## src/vfe_pkg.sv

```systemverilog
// constants shared by the forwarding engine control block
// assumes a 32-bit apb master and a 100 MHz system clock
package vfe_pkg;
    // ========================================================
    // register indexes; byte address is four times the index
    // ========================================================
    localparam logic [7:0] IDX_PORT_CTL  = 8'h20; // port control
    localparam logic [7:0] IDX_MODE_CTL  = 8'h21; // mode control
    localparam logic [7:0] IDX_STATE     = 8'h22; // state flags
    localparam logic [7:0] IDX_INT_STS   = 8'h30; // event status
    localparam logic [7:0] IDX_INT_MASK  = 8'h31; // event mask
    localparam int         ADDR_LSB      = 2;     // word aligned

    // ========================================================
    // reset values
    // ========================================================
    localparam logic [7:0] RST_PORT_CTL  = 8'hf0; // all ports off
    localparam logic [7:0] RST_MODE_CTL  = 8'h03; // rotating on

    // ========================================================
    // field positions
    // ========================================================
    localparam int POS_OFF      = 4; // port forward off [7:4]
    localparam int POS_SEL      = 0; // port output select [3:0]
    localparam int POS_REPL     = 7; // duplicate output 0
    localparam int POS_WHENRDY  = 6; // send when ready
    localparam int POS_OUT1_ALN = 4; // out1 aligned mode [5:4]
    localparam int POS_OUT0_ALN = 2; // out0 aligned mode [3:2]
    localparam int POS_FAIL     = 2; // alignment lost [3:2]
    localparam int POS_ALIGNED  = 0; // aligned now [1:0]

    // ========================================================
    // aligned forwarding modes
    // ========================================================
    typedef enum logic [1:0]
    {
        ALN_OFF    = 2'b00,
        ALN_BASIC  = 2'b01,
        ALN_INTERL = 2'b10,
        ALN_CONCAT = 2'b11
    } vfe_align_t;
endpackage : vfe_pkg

```

## src/vfe_forward_ctl.sv

```systemverilog
// forwarding engine control: two engines merge lines of four
// receive ports onto two outputs, plus apb registers and irq.
// assumes receive-side pins are asynchronous and held stable
// for at least one link clock period once raised.
//
// Operation
// duplicate bit copies output 0 onto 1
// aligned mode waits for all member ports
// send-when-ready forwards each ready line alone
// send-when-ready ignored for concat and short
// output 1 aligned mode field, resets 0
// output 0 aligned mode field, resets 0
// software never enables both modes together
// output 1 rotating mode, no alignment attempt
// output 0 rotating mode serves ready sources
// alignment loss sets per-output lost flag
// loss flagged only after one aligned frame
// lost flags clear when state is read
// aligned-now high while delivering aligned video
// aligned-now zero when aligned mode off
// port forward-off bit blocks that port
// output select bit steers port to output
// rotating pointer grants next ready port
`timescale 1ns/1ps
`default_nettype none

module vfe_forward_ctl #(
    parameter int PORTS = 4
)(
    input  wire logic              clk,
    input  wire logic              sys_rst,
    input  wire logic [11:0]       paddr,
    input  wire logic              psel,
    input  wire logic              penable,
    input  wire logic              pwrite,
    input  wire logic [31:0]       pwdata,
    output logic      [31:0]       prdata,
    output logic                   pready,
    output logic                   pslverr,
    input  wire logic              linkClk,
    input  wire logic [PORTS-1:0]  rxLineRdy,
    input  wire logic [PORTS-1:0]  rxFrameEnd,
    input  wire logic [PORTS-1:0]  rxSyncPkt,
    output logic      [PORTS-1:0]  out0Grant,
    output logic      [PORTS-1:0]  out1Grant,
    output logic                   out1Replica,
    output logic                   irq
);
    // ========================================================
    // input synchronisers
    // ========================================================
    localparam int SW = 3*PORTS+1;
    logic [SW-1:0]    meta_q;     // first stage, read by sync only
    logic [SW-1:0]    sync_q;     // second stage, safe to use
    logic             linkPrev_q; // previous link clock level
    logic [PORTS-1:0] rdyS;       // line ready, synchronised
    logic [PORTS-1:0] feS;        // last line of frame
    logic [PORTS-1:0] shortS;     // pending item is a sync packet
    logic             tick;       // rising link clock edge

    // two flops on every receive-side pin before any logic looks
    always_ff @(posedge clk)
    begin
        meta_q <= {linkClk, rxSyncPkt, rxFrameEnd, rxLineRdy};
        sync_q <= meta_q;
    end

    // link edge finder; paces at most one grant per link cycle
    always_ff @(posedge clk)
    begin
        if (sys_rst)
            linkPrev_q <= 1'b0;
        else
            linkPrev_q <= sync_q[SW-1];
    end

    assign rdyS   = sync_q[PORTS-1:0];
    assign feS    = sync_q[2*PORTS-1:PORTS];
    assign shortS = sync_q[3*PORTS-1:2*PORTS];
    assign tick   = sync_q[SW-1] & ~linkPrev_q;

    // ========================================================
    // registers
    // ========================================================
    logic [7:0]  portCtl_q;  // forward-off and output select
    logic [7:0]  modeCtl_q;  // duplicate, when-ready, modes
    logic [1:0]  lost_q;     // sticky alignment lost flags
    logic [1:0]  intSts_q;   // sticky event status
    logic [1:0]  intMask_q;  // event mask
    logic [1:0]  aligned;    // live aligned indications
    logic [1:0]  lostEv;     // loss events from the engines
    logic [31:0] prdata_q;
    logic        pready_q;
    logic        pslverr_q;

    // ========================================================
    // apb decode
    // ========================================================
    localparam int ADDR_LSB   = vfe_pkg::ADDR_LSB;
    localparam int ADDR_LSB_W = 8;
    wire [7:0] idx      = paddr[ADDR_LSB_W+ADDR_LSB-1:ADDR_LSB];
    wire       access   = psel & penable & ~pready_q;
    wire       selPort  = idx == vfe_pkg::IDX_PORT_CTL;
    wire       selMode  = idx == vfe_pkg::IDX_MODE_CTL;
    wire       selState = idx == vfe_pkg::IDX_STATE;
    wire       selSts   = idx == vfe_pkg::IDX_INT_STS;
    wire       selMask  = idx == vfe_pkg::IDX_INT_MASK;
    wire       hit      = selPort | selMode | selState
                        | selSts | selMask;
    wire       wrEn     = access & pwrite & hit;
    wire       rdState  = access & ~pwrite & selState;
    wire [7:0] stateVal = {4'h0, lost_q, aligned};
    wire [7:0] rdMux    = selPort  ? portCtl_q :
                          selMode  ? modeCtl_q :
                          selState ? stateVal :
                          selSts   ? {6'h00, intSts_q} :
                          selMask  ? {6'h00, intMask_q} : 8'h00;

    // one wait state: answer comes in the second access cycle
    always_ff @(posedge clk)
    begin
        if (sys_rst)
        begin
            pready_q  <= 1'b0;
            pslverr_q <= 1'b0;
            prdata_q  <= 32'h0000_0000;
        end
        else
        begin
            pready_q  <= access;
            pslverr_q <= access & ~hit;
            prdata_q  <= (access & ~pwrite) ? {24'h000000, rdMux}
                                            : 32'h0000_0000;
        end
    end

    // writable control registers
    always_ff @(posedge clk)
    begin
        if (sys_rst)
        begin
            // ports start off, steered to output 0
            portCtl_q <= vfe_pkg::RST_PORT_CTL;
            // aligned modes off, rotating on
            modeCtl_q <= vfe_pkg::RST_MODE_CTL;
            intMask_q <= 2'b00;
        end
        else if (wrEn)
        begin
            if (selPort)
                portCtl_q <= pwdata[7:0];
            if (selMode)
                modeCtl_q <= pwdata[7:0];
            if (selMask)
                intMask_q <= pwdata[1:0];
        end
    end

    // sticky flags: a new event wins over the clear
    always_ff @(posedge clk)
    begin
        if (sys_rst)
        begin
            lost_q   <= 2'b00;
            intSts_q <= 2'b00;
        end
        else
        begin
            // read returns the flag, then clears it
            lost_q   <= (rdState ? 2'b00 : lost_q) | lostEv;
            intSts_q <= (wrEn & selSts ? intSts_q & ~pwdata[1:0]
                                       : intSts_q) | lostEv;
        end
    end

    // ========================================================
    // forwarding engines, one per output
    // ========================================================
    wire [PORTS-1:0] fwdOff  = portCtl_q[vfe_pkg::POS_OFF +: PORTS];
    wire [PORTS-1:0] portSel = portCtl_q[vfe_pkg::POS_SEL +: PORTS];
    wire             whenRdy = modeCtl_q[vfe_pkg::POS_WHENRDY];
    wire             replica = modeCtl_q[vfe_pkg::POS_REPL];
    // local name for the aligned mode encoding, needed by the engines
    typedef vfe_pkg::vfe_align_t vfe_align_sel_t;
    logic [PORTS-1:0] gnt [2]; // combinational grant per engine

    // next ready port after the pointer, wrapping round
    function automatic logic [PORTS-1:0] nextPort(
        input logic [PORTS-1:0]         req,
        input logic [$clog2(PORTS)-1:0] ptr
    );
        logic [PORTS-1:0] res;
        int               k;
        res = '0;
        for (int i = PORTS; i >= 1; i--)
        begin
            k = (int'(ptr) + i) % PORTS;
            if (req[k])
                res = '0 | (PORTS'(1) << k);
        end
        return res;
    endfunction : nextPort

    // index of a one-hot grant, for the pointer
    function automatic logic [$clog2(PORTS)-1:0] oneHotIdx(
        input logic [PORTS-1:0] oh
    );
        logic [$clog2(PORTS)-1:0] r;
        r = '0;
        for (int i = 0; i < PORTS; i++)
            if (oh[i])
                r = ($clog2(PORTS))'(i);
        return r;
    endfunction : oneHotIdx

    for (genvar o = 0; o < 2; o++)
    begin : g_eng
        logic [$clog2(PORTS)-1:0] ptr_q;  // last port served
        logic                     sent_q; // one aligned frame out
        logic                     aln_q;  // aligned now
        logic [PORTS-1:0]         memb;   // enabled ports mapped here
        logic [PORTS-1:0]         rdyM;
        logic [PORTS-1:0]         feM;
        logic [PORTS-1:0]         loose;  // lines allowed alone
        logic [PORTS-1:0]         pick;
        vfe_align_sel_t           mode;
        logic                     rrOn;
        logic                     alnOn;
        logic                     allRdy;
        logic                     group;
        logic                     frameOk;
        logic                     broken;

        // membership: enabled and steered here
        assign memb = ~fwdOff & (o == 1 ? portSel : ~portSel);
        assign rdyM = rdyS & memb;
        assign feM  = feS & memb;
        // per-output mode field
        assign mode = vfe_align_sel_t'(o == 1 ?
                      modeCtl_q[vfe_pkg::POS_OUT1_ALN +: 2] :
                      modeCtl_q[vfe_pkg::POS_OUT0_ALN +: 2]);
        assign rrOn   = modeCtl_q[o];
        assign alnOn  = mode != vfe_pkg::ALN_OFF;
        assign allRdy = (memb != '0) & (rdyM == memb);
        // no lone sends in concat mode or for sync packets
        assign loose  = (whenRdy & mode != vfe_pkg::ALN_CONCAT)
                      ? rdyM & ~shortS : '0;
        // rotating choice among candidates
        assign pick   = nextPort(alnOn ? loose : rdyM, ptr_q);
        // whole group only when every member is ready
        assign group  = tick & alnOn & allRdy;
        assign frameOk = group & (feM == memb);
        assign broken  = group & (feM != '0) & (feM != memb);

        // grant selection; aligned takes precedence if both set
        always_comb
        begin
            if (!tick)
                gnt[o] = '0;
            else if (alnOn & allRdy)
                gnt[o] = memb;
            // send-when-ready: each line as it comes
            else if (alnOn)
                gnt[o] = pick;
            // rotating: no alignment, ready in turn
            else if (rrOn)
                gnt[o] = pick;
            else
                gnt[o] = '0;
        end

        // pointer and alignment tracking
        always_ff @(posedge clk)
        begin
            if (sys_rst)
            begin
                ptr_q  <= '0;
                sent_q <= 1'b0;
                aln_q  <= 1'b0;
            end
            else
            begin
                // remember the port just served
                if (gnt[o] != '0 && !group)
                    ptr_q <= oneHotIdx(gnt[o]);
                // sent and aligned flags drop when aligned mode is off
                if (!alnOn)
                begin
                    sent_q <= 1'b0;
                    aln_q  <= 1'b0;
                end
                else if (frameOk)
                begin
                    // aligned frame fully delivered
                    sent_q <= 1'b1;
                    aln_q  <= 1'b1;
                end
                else if (broken)
                    aln_q  <= 1'b0;
            end
        end

        assign aligned[o] = aln_q;
        // loss counts only after a good frame
        assign lostEv[o]  = broken & sent_q;
    end

    // ========================================================
    // registered outputs and interrupt
    // ========================================================
    always_ff @(posedge clk)
    begin
        if (sys_rst)
        begin
            out0Grant   <= '0;
            out1Grant   <= '0;
            out1Replica <= 1'b0;
            irq         <= 1'b0;
        end
        else
        begin
            out0Grant   <= gnt[0];
            // duplicate: output 1 carries output 0's stream
            out1Grant   <= replica ? gnt[0] : gnt[1];
            out1Replica <= replica;
            irq         <= |(intSts_q & intMask_q);
        end
    end

    assign prdata  = prdata_q;
    assign pready  = pready_q;
    assign pslverr = pslverr_q;
endmodule : vfe_forward_ctl

`default_nettype wire

```

## config.mk

```make
export PLATFORM = sky130hd
export DESIGN_NAME = vfe_forward_ctl
export DESIGN_NICKNAME = d
export VERILOG_FILES = /design/src/vfe_pkg.sv /design/src/vfe_forward_ctl.sv
export SDC_FILE = /design/constraint.sdc
export NUM_CORES = 1
export LEC_CHECK = 0
export BUFFER_PORTS_ARGS = -buffer_cell sky130_fd_sc_hd__buf_4
export CORE_ASPECT_RATIO = 0.9
export CORE_MARGIN = 1
export CORE_UTILIZATION = 48
export DETAILED_ROUTE_END_ITERATION = 10
export GPL_TIMING_DRIVEN = 0
export PLACE_DENSITY = 0.77
export RECOVER_POWER = 25
export SETUP_SLACK_MARGIN = 0.1
export SYNTH_ARGS = -nofsm -noshare
export SYNTH_HDL_FRONTEND = slang
export SYNTH_SLANG_ARGS = --single-unit
```

## constraint.sdc

```tcl
create_clock -name clk -period 2.5 [get_ports clk]
set_clock_uncertainty 0.1 [all_clocks]
set_input_delay 0.5 -clock clk [delete_from_list [all_inputs] [get_ports clk]]
set_output_delay 0.5 -clock clk [all_outputs]
set_load 0.01 [all_outputs]
```

==> summary.md, run 1 <==
| Metric | Value |
|---|---|
| FMAX | about 0.36 GHz |
| Worst-path clk slew | 90 ps |
| Crit path launch type | flip-flop |
| Int Pwr | 2000 uW |
| Busiest grt layer | met2 |
| EDFF count, synth | 0 |
| Dpl cells | about 580 |
| Failing checks | setup timing |
| Vias | 3478 |
| GPL Wtd Cong | 0.936 |
| NetSw | 566 uW |
| Grt met1 use | 32.0% |
| DR pass1 iterations | 6 |
| Post-route ant nets | 0 |
| Final Max Tran Viols | 0 |
| Final Util | between 60% and 70% |
| Cts hold-fix bufs | 0 |
| Initial antenna violation count | 0 |
| Total Wirelength | 10100 um |
| Core ar. | 7690 um^2 |
| Wire per inst | 16.4 um |
| Vias in the first global route | 3056 |
| Crit Path Max Fanout | 5 |
| Non-Filler Instances | 615 |
| Slowest stage delay, CP | 410 ps |
| CP cell instances | buf_8 > or3b_4 > a221oi_4 > mux4_2 > nor2b_4 > a221o_1 > a21oi_4 > o2111ai_2 > a31oi_1 |
| Final routed DRC violation total | 0 |
| Die X | 97.1 um |
| Num Clock Sinks | a little under 80 |
| Global Route met2 Usage | 37.8% |
| Met3 Usage GRT | 5.83% |
| Height of the die | roughly 88 um |
| Sequential power share | 49.3% |
| TritonCTS Buffers | 9 |
| Cell area after synthesis | 3910 um^2 |
| Bufs on Longest Clock Path | 2 |
| Most frequent cell after synthesis | dfxtp_1 |
| Yosys reg bits | a little under 80 |
| Post-route setup slack | -293 ps |
| Starting Density | 50.8% |
| Slew @ Worst Pin | 1180 ps |
| Clock H-tree levels | 3 |
| Avg Cell Area, Syn | 9.46 um^2 |
| All-Layer GR Usage | between 20% and 30% |
| CTS tree | done |
| Post-synth top cells | dfxtp_1, nor2_1, nand2_1 |
| Dpl ws | -423 ps |
| Dpl hpwl | 7140 um |
| Final hold viol count | 0 |
| First-pass GRT wire length | between 15000 and 20000 um |
| Largest net degree at the start of global routing | 15 |
| Clock root cell | clkbuf_8 |
| Synth area leader | dfxtp_1 |
| Path type of the worst setup path | reg2reg |
| P per Cell Area | 495 nW/um^2 |
| Clock Latency Late Sink | 370 ps |
| Critical-path top delay cell | mux4_2 |
| Comb pwr share | 5.7% |
| Clk pwr share | 45.0% |
| Top cells by area, synth | dfxtp_1, mux2i_1, buf_4 |
| Ratio of cells with drive above 1 in the final layout | a little over a third |
| FFs w/ async S/R, synth | 0% |
| # setup viols final | 12 |
| Worst hold path type | in2reg |
| IO buf count | 52 |
| Final Hold Slack | 149 ps |
| Gate Count Post-Synth | a little over 400 |
| Synth warnings | 0 |
| Yosys cell types | between 60 and 70 |
| Net Sw Frac | 22.0% |
| Top cell type's share of synthesized area | 39.4% |
| Max-cap viol count | 0 |
| Die area | 8510 um^2 |
| Via/cell ratio | 5.66 |
| Worst setup EP type | flip-flop |
| Number of DRC markers in iteration 0 | 319 |
| RSZ-0062 raised after global routing | yes |
| FP Rows | 30 |
| Top Ports | 106 |
| Sequential fraction of the synthesis area | 39.4% |
| Worst EP arrival | 2980 ps |
| Relative slew slack | 20.1% |
| Synth Flop Type | dfxtp_1 |
| Grt total ovfl | 0 |
| Antenna cells | 0 |
| Fin crit share | 112% |
| Leak pwr | around 0.0021 uW |
| Period minus WS final | 2790 ps |
| Worst vdd rail ir drop | 0.437 mV |
| Area delta synth->final | 32.7% |
| FILL cells | 604 |
| Required @ worst endpoint | between 2000 and 3000 ps |
| Status | finished, violations left |
| Final setup TNS | -2360 ps |
| Net count, final | 584 |
==> worst max-delay path: cells and delay by family, from the launching register on <==
kind	cells	cell delay, ps
AO/OA/AOI/OAI	5	1270
buffers and inverters	1	120
flip-flops	1	350
multiplexers	1	410
AND/OR/NAND/NOR	2	460
==> final timing paths <==
check / startpoint / to / slack (ps) / depth (start not counted)
setup / recovery: modeCtl_q[3] / g_eng[0].ptr_q[0] / -290 / 9
hold / removal: rxSyncPkt[2] / meta_q[10] / 150 / 1
setup reg to reg: modeCtl_q[3] / g_eng[0].ptr_q[0] / -290 / 9
hold reg to reg: meta_q[2] / sync_q[2] / 230 / 0
==> what timing repair did <==
action,4_1_cts,5_1_grt
setup buffers,11,3
gates cloned,1,0
setup endpoints to repair,33,32
gates resized for setup,41,15
pin swaps,8,15
==> cells in the final DEF (no fill, tap or decap), drive strengths merged, types with 3 or more instances in the layout <==
cell type,count
mux4,8
nand3b,5
or3b,12
a21oi,22
dfxtp,77
nor3b,7
a21boi,5
mux2i,22
nand3,6
ha,8
and3,3
inv,12
nor2b,8
or2,7
o21ai,4
o22ai,4
a32oi,3
or3,4
a211oi,3
bufinv,3
nor4,3
buf,88
a221o,8
nand2b,13
a22oi,6
nor2,40
nand2,27
a221oi,14
a31oi,4
clkbuf,34
conb,24
a21o,5
nor3,13
==> sequential cells by signal, summed over array words and instances, names as in the netlist, 2 cells and up <==
register / cells
modeCtl_q: 8
portCtl_q: 8
sync_q: 13
g_eng.aln_q: 2
out1Grant: 4
out0Grant: 4
meta_q: 13
prdata: 8
lost_q: 2
g_eng.ptr_q: 4
intMask_q: 2
g_eng.sent_q: 2
intSts_q: 2
==> power groups by stage <==
| stage | clock network, uW | logic (uW) | registers (uW) |
|---|---|---|---|
| 3_5_place_dp | 0 | 139 | 1290 |
| 2_1_floorplan | 0 | 79.5 | 1290 |
| 6_report | 1160 | 146 | 1270 |
| 3_3_place_gp | 0 | 137 | 1290 |
| 4_1_cts | 1180 | 143 | 1260 |
| 5_1_grt | 1220 | 157 | 1270 |
==> layer usage <==
layer	vias up	share of wire (%)
met2	181	45
met3	17	9.4
met5	-	0
li1	1664	-
met1	1616	43
met4	0	2.0
==> per-stage QoR <==
step / total power (uW) / instance area [um^2]
final: 2570 / 5190
after floorplan: 1370 / 4060
after global placement: 1430 / 4570
after global routing: 2650 / 5190
after CTS: 2580 / 5100
after detailed placement: 1430 / 4570
==> final cells by class <==
cell class	count	area, um^2	area share, %
Clock buffer	10	128	2.46
Timing Repair Buffer	67	520	10.0
Multi-Input combinational cell	304	2390	46.1
Sequential cell	77	1550	29.9
Tap cell	96	120	2.32
Clock inverter	6	119	2.29
Inverter	10	37.5	0.724
Buffer	45	320	6.18
==> cells by family (layout without fill, tap and decap cells) <==
| kind of cell | count (synthesis) | in the layout | synth area share (%) |
|---|---|---|---|
| buffers and inverters | 55 | 138 | 8.13 |
| AO/OA/AOI/OAI | 87 | 87 | 17.5 |
| adder cells (fa/ha/maj) | 8 | 8 | 2.56 |
| AND/OR/NAND/NOR | 154 | 154 | 21.6 |
| other | 1 | 24 | 0.0960 |
| multiplexers | 31 | 31 | 10.7 |
| flip-flops | 77 | 77 | 39.4 |
No activity file was read; power rests on OpenSTA's default activity.
==> run 2, diff against run 1 <==
Settings changed: CORE_MARGIN 1 to 4, TNS_END_PERCENT set to 1.
Clock period 2.5 ns to 2.4 ns, I/O delays scaled along.
==> run 2 against run 1 <==
  * The run still ends with setup timing left
  * Maximum frequency barely moved
  * Cell count fell by 0.49%
  * Clock-buffer cell count rose by 2
  * Non-clock buffer count fell by 3
  * First-iteration DRC count fell by 17%
  * Combinational power rose by 4%
  * Worst hold slack got worse by 16 ps
  * Total power fell by 6.9%
  * Sequential power rose by 4%
  * Sequential share of layout area rose by 0.49 points
  * Global-route usage fell by 1.9 points
  * Worst setup slack got worse by 98 ps
  * Critical endpoint is now out1Grant[3]
==> summary.md, run 2 (synthesis results as in run 1) <==
| Metric | Value |
|---|---|
| Status | finished, violations left |
| Failing checks | setup timing |
| NetSw | 573 uW (+1.3%) |
| Clk pwr share | 38.5% (-6.5 points) |
| FP Rows | 30 (unchanged) |
| P per Cell Area | 468 nW/um^2 (-5.5%) |
| FILL cells | 654 (+8.3%) |
| Net Sw Frac | 24.0% (+1.9 points) |
| Final hold viol count | 0 (unchanged) |
| Global Route met2 Usage | 32.3% (-5.5 points) |
| Clock Latency Late Sink | 370 ps (about the same) |
| Final routed DRC violation total | 0 (unchanged) |
| Die X | 103 um (+6.2%) |
| TritonCTS Buffers | 9 (unchanged) |
| Bufs on Longest Clock Path | 2 (unchanged) |
| Final Hold Slack | 132 ps (-16.5 ps) |
| Post-DP Area | 4540 um^2 (-0.74%) |
| Top Ports | 106 (unchanged) |
| Cts hold-fix bufs | 0 (unchanged) |
| Leak pwr | 0.00206 uW (-3.0%) |
| Via/cell ratio | 5.66 (about the same) |
| Antenna cells | 0 (unchanged) |
| R2r endpoint | out1Grant[3] |
| Net count, final | 581 (-0.51%) |
| CTS tree | done |
| Total Wirelength | 10400 um (+3.1%) |
| Footprint of the multi-input gates | 2410 um^2 (+0.78%) |
| Commonest non-fill, non-tap cell in the layout | buf_4 |
| Pwr Total | 2390 uW (-6.9%) |
| Worst-path clk slew | 80 ps (about the same) |
| Reg2reg start | modeCtl_q[3] |
| Path type of the worst setup path | reg2reg |
| Period minus WS final | 2790 ps (-2.33 ps) |
| Number of DRC markers in iteration 0 | 266 (-17%) |
| Relative slew slack | 40.5% (+20 points) |
| Max-cap viol count | 0 (unchanged) |
| Comb pwr share | 6.4% (+0.7 points) |
| Num Clock Sinks | 77 (unchanged) |
| Vias | 3462 (-0.46%) |
| Clock H-tree levels | 3 (unchanged) |
| Worst hold path type | in2reg |
| Busiest grt layer | met2 |
| Initial antenna violation count | 0 (unchanged) |
| Worst EP arrival | 2960 ps (-20 ps) |
| Area delta synth->final | 30.7% |
| Int Pwr | 1820 uW (-9.2%) |
| Starting Density | 50.5% (-0.25 points) |
| Dpl hpwl | 7530 um (+5.5%) |
| Grt met1 use | 29.8% (-2.2 points) |
| Worst R2R Path Depth | 9 (unchanged) |
| Hold Startpoint | rxSyncPkt[3] |
| Reg area | 1550 um^2 (about the same) |
| Post-route cell area | 5110 um^2 (-1.5%) |
| # setup viols final | 12 (unchanged) |
| Hold Path Stages | 1 (unchanged) |
| Slew @ Worst Pin | 878 ps (-305 ps) |
| Die area | 9650 um^2 (+13%) |
| Worst vdd rail ir drop | 0.465 mV (+6.3%) |
| Most frequent cells in the layout | buf_4, dfxtp_1, nor2_1, nand2_1, conb_1 |
| Ratio of cells with drive above 1 in the final layout | 35.9% (-0.76 points) |
| Post-route ant nets | 0 (unchanged) |
| Core ar. | 7730 um^2 (+0.49%) |
| GPL Wtd Cong | 0.972 (+3.8%) |
| Post-route setup slack | -391 ps (-97.7 ps) |
| Largest regs | meta_q (13), sync_q (13) |
| Largest net degree at the start of global routing | 14 (-1) |
| RSZ-0062 raised after global routing | yes |
| Crit path launch type | flip-flop |
| Grt total ovfl | 0 (unchanged) |
| Internal reg-to-reg setup slack | -390 ps (-100 ps) |
| Crit Path Max Fanout | 4 (-1) |
| First-pass GRT wire length | 16100 um (+3.3%) |
| Required @ worst endpoint | 2570 ps (-120 ps) |
| FMAX | 0.358 GHz (about the same) |
| Fin crit share | 116% (+4.6 points) |
| Clock root cell | clkbuf_8 |
| All-Layer GR Usage | 22.0% (-1.9 points) |
| DR pass1 iterations | 5 (-1) |
| Sequential power share | 55.1% (+5.8 points) |
| Final Max Tran Viols | 0 (unchanged) |
| Met3 Usage GRT | 7.38% (+1.6 points) |
| IO buf count | 52 (unchanged) |
| Vias in the first global route | 3187 (+4.3%) |
| Worst setup EP type | flip-flop |
| Hold Path End | meta_q[11] |
| Height of the die | 93.6 um (+6.8%) |
| Final setup TNS | -3320 ps (-951 ps) |
| Wire per inst | 17.0 um (+3.7%) |
==> run 2: changes by cell type in the layout (fill, tap and decap cells not counted), sizes merged <==
cell,delta
bufinv,-3
clkinvlp,+1
inv,-1
clkinv,+1
buf,-1
==> run 2: repair_timing <==
action,4_1_cts,5_1_grt
setup buffers,6,6
endpoints found under the setup margin,36,29
pin swaps,10,16
cloned,0,0
resized for setup,30,45
==> run 2: routing by layer <==
metal	up-vias	wire length, um
met4	0	206
li1	1657	-
met3	19	1070
met2	186	4680
met1	1600	4480
met5	-	0
==> run 2: power by group through the flow <==
stage               logic (uW)  registers, uW  clock network, uW
CTS                        148           1320                938
global placement           142           1350                  0
global route               166           1320                982
detailed placement         144           1350                  0
finish                     152           1320                920
floorplan                 82.2           1340                  0
==> run 2: layout make-up <==
type	count	share of cell area, %
Clock buffer	12	3.04
Tap cell	96	2.35
Inverter	10	0.735
Timing Repair Buffer	64	9.48
Multi-Input combinational cell	304	47.2
Sequential cell	77	30.4
Clock inverter	4	0.588
Buffer	45	6.25
==> run 2: worst max-delay path, stage by stage (launching register included) <==
cell	delay (ps)
dfxtp_2	340
buf_8	120
or3b_4	400
a221oi_4	330
mux4_2	360
buf_6	120
a21oi_1	60
or3_4	410
a21boi_4	160
a221oi_2	290
==> run 2: worst max path at each step <==
stage                            start  cells after the start           endpoint
after floorplan           modeCtl_q[3]                      9       out1Grant[3]
after global placement        paddr[9]                     10       modeCtl_q[3]
after detailed placement  portCtl_q[2]                      8       out1Grant[0]
after CTS                 modeCtl_q[3]                      9       out1Grant[3]
after global routing      modeCtl_q[6]                      9  g_eng[1].ptr_q[0]
final                     modeCtl_q[3]                      9       out1Grant[3]
==> run 2: stage by stage <==
stage	utilization [%]	worst slack [ps]	cells
finish	66.1	-391	612
CTS	63.1	-397	606
floorplan	-	-140	436
detailed placement	58.7	-662	584
global route	66.1	-486	612
global placement	58.7	-599	584
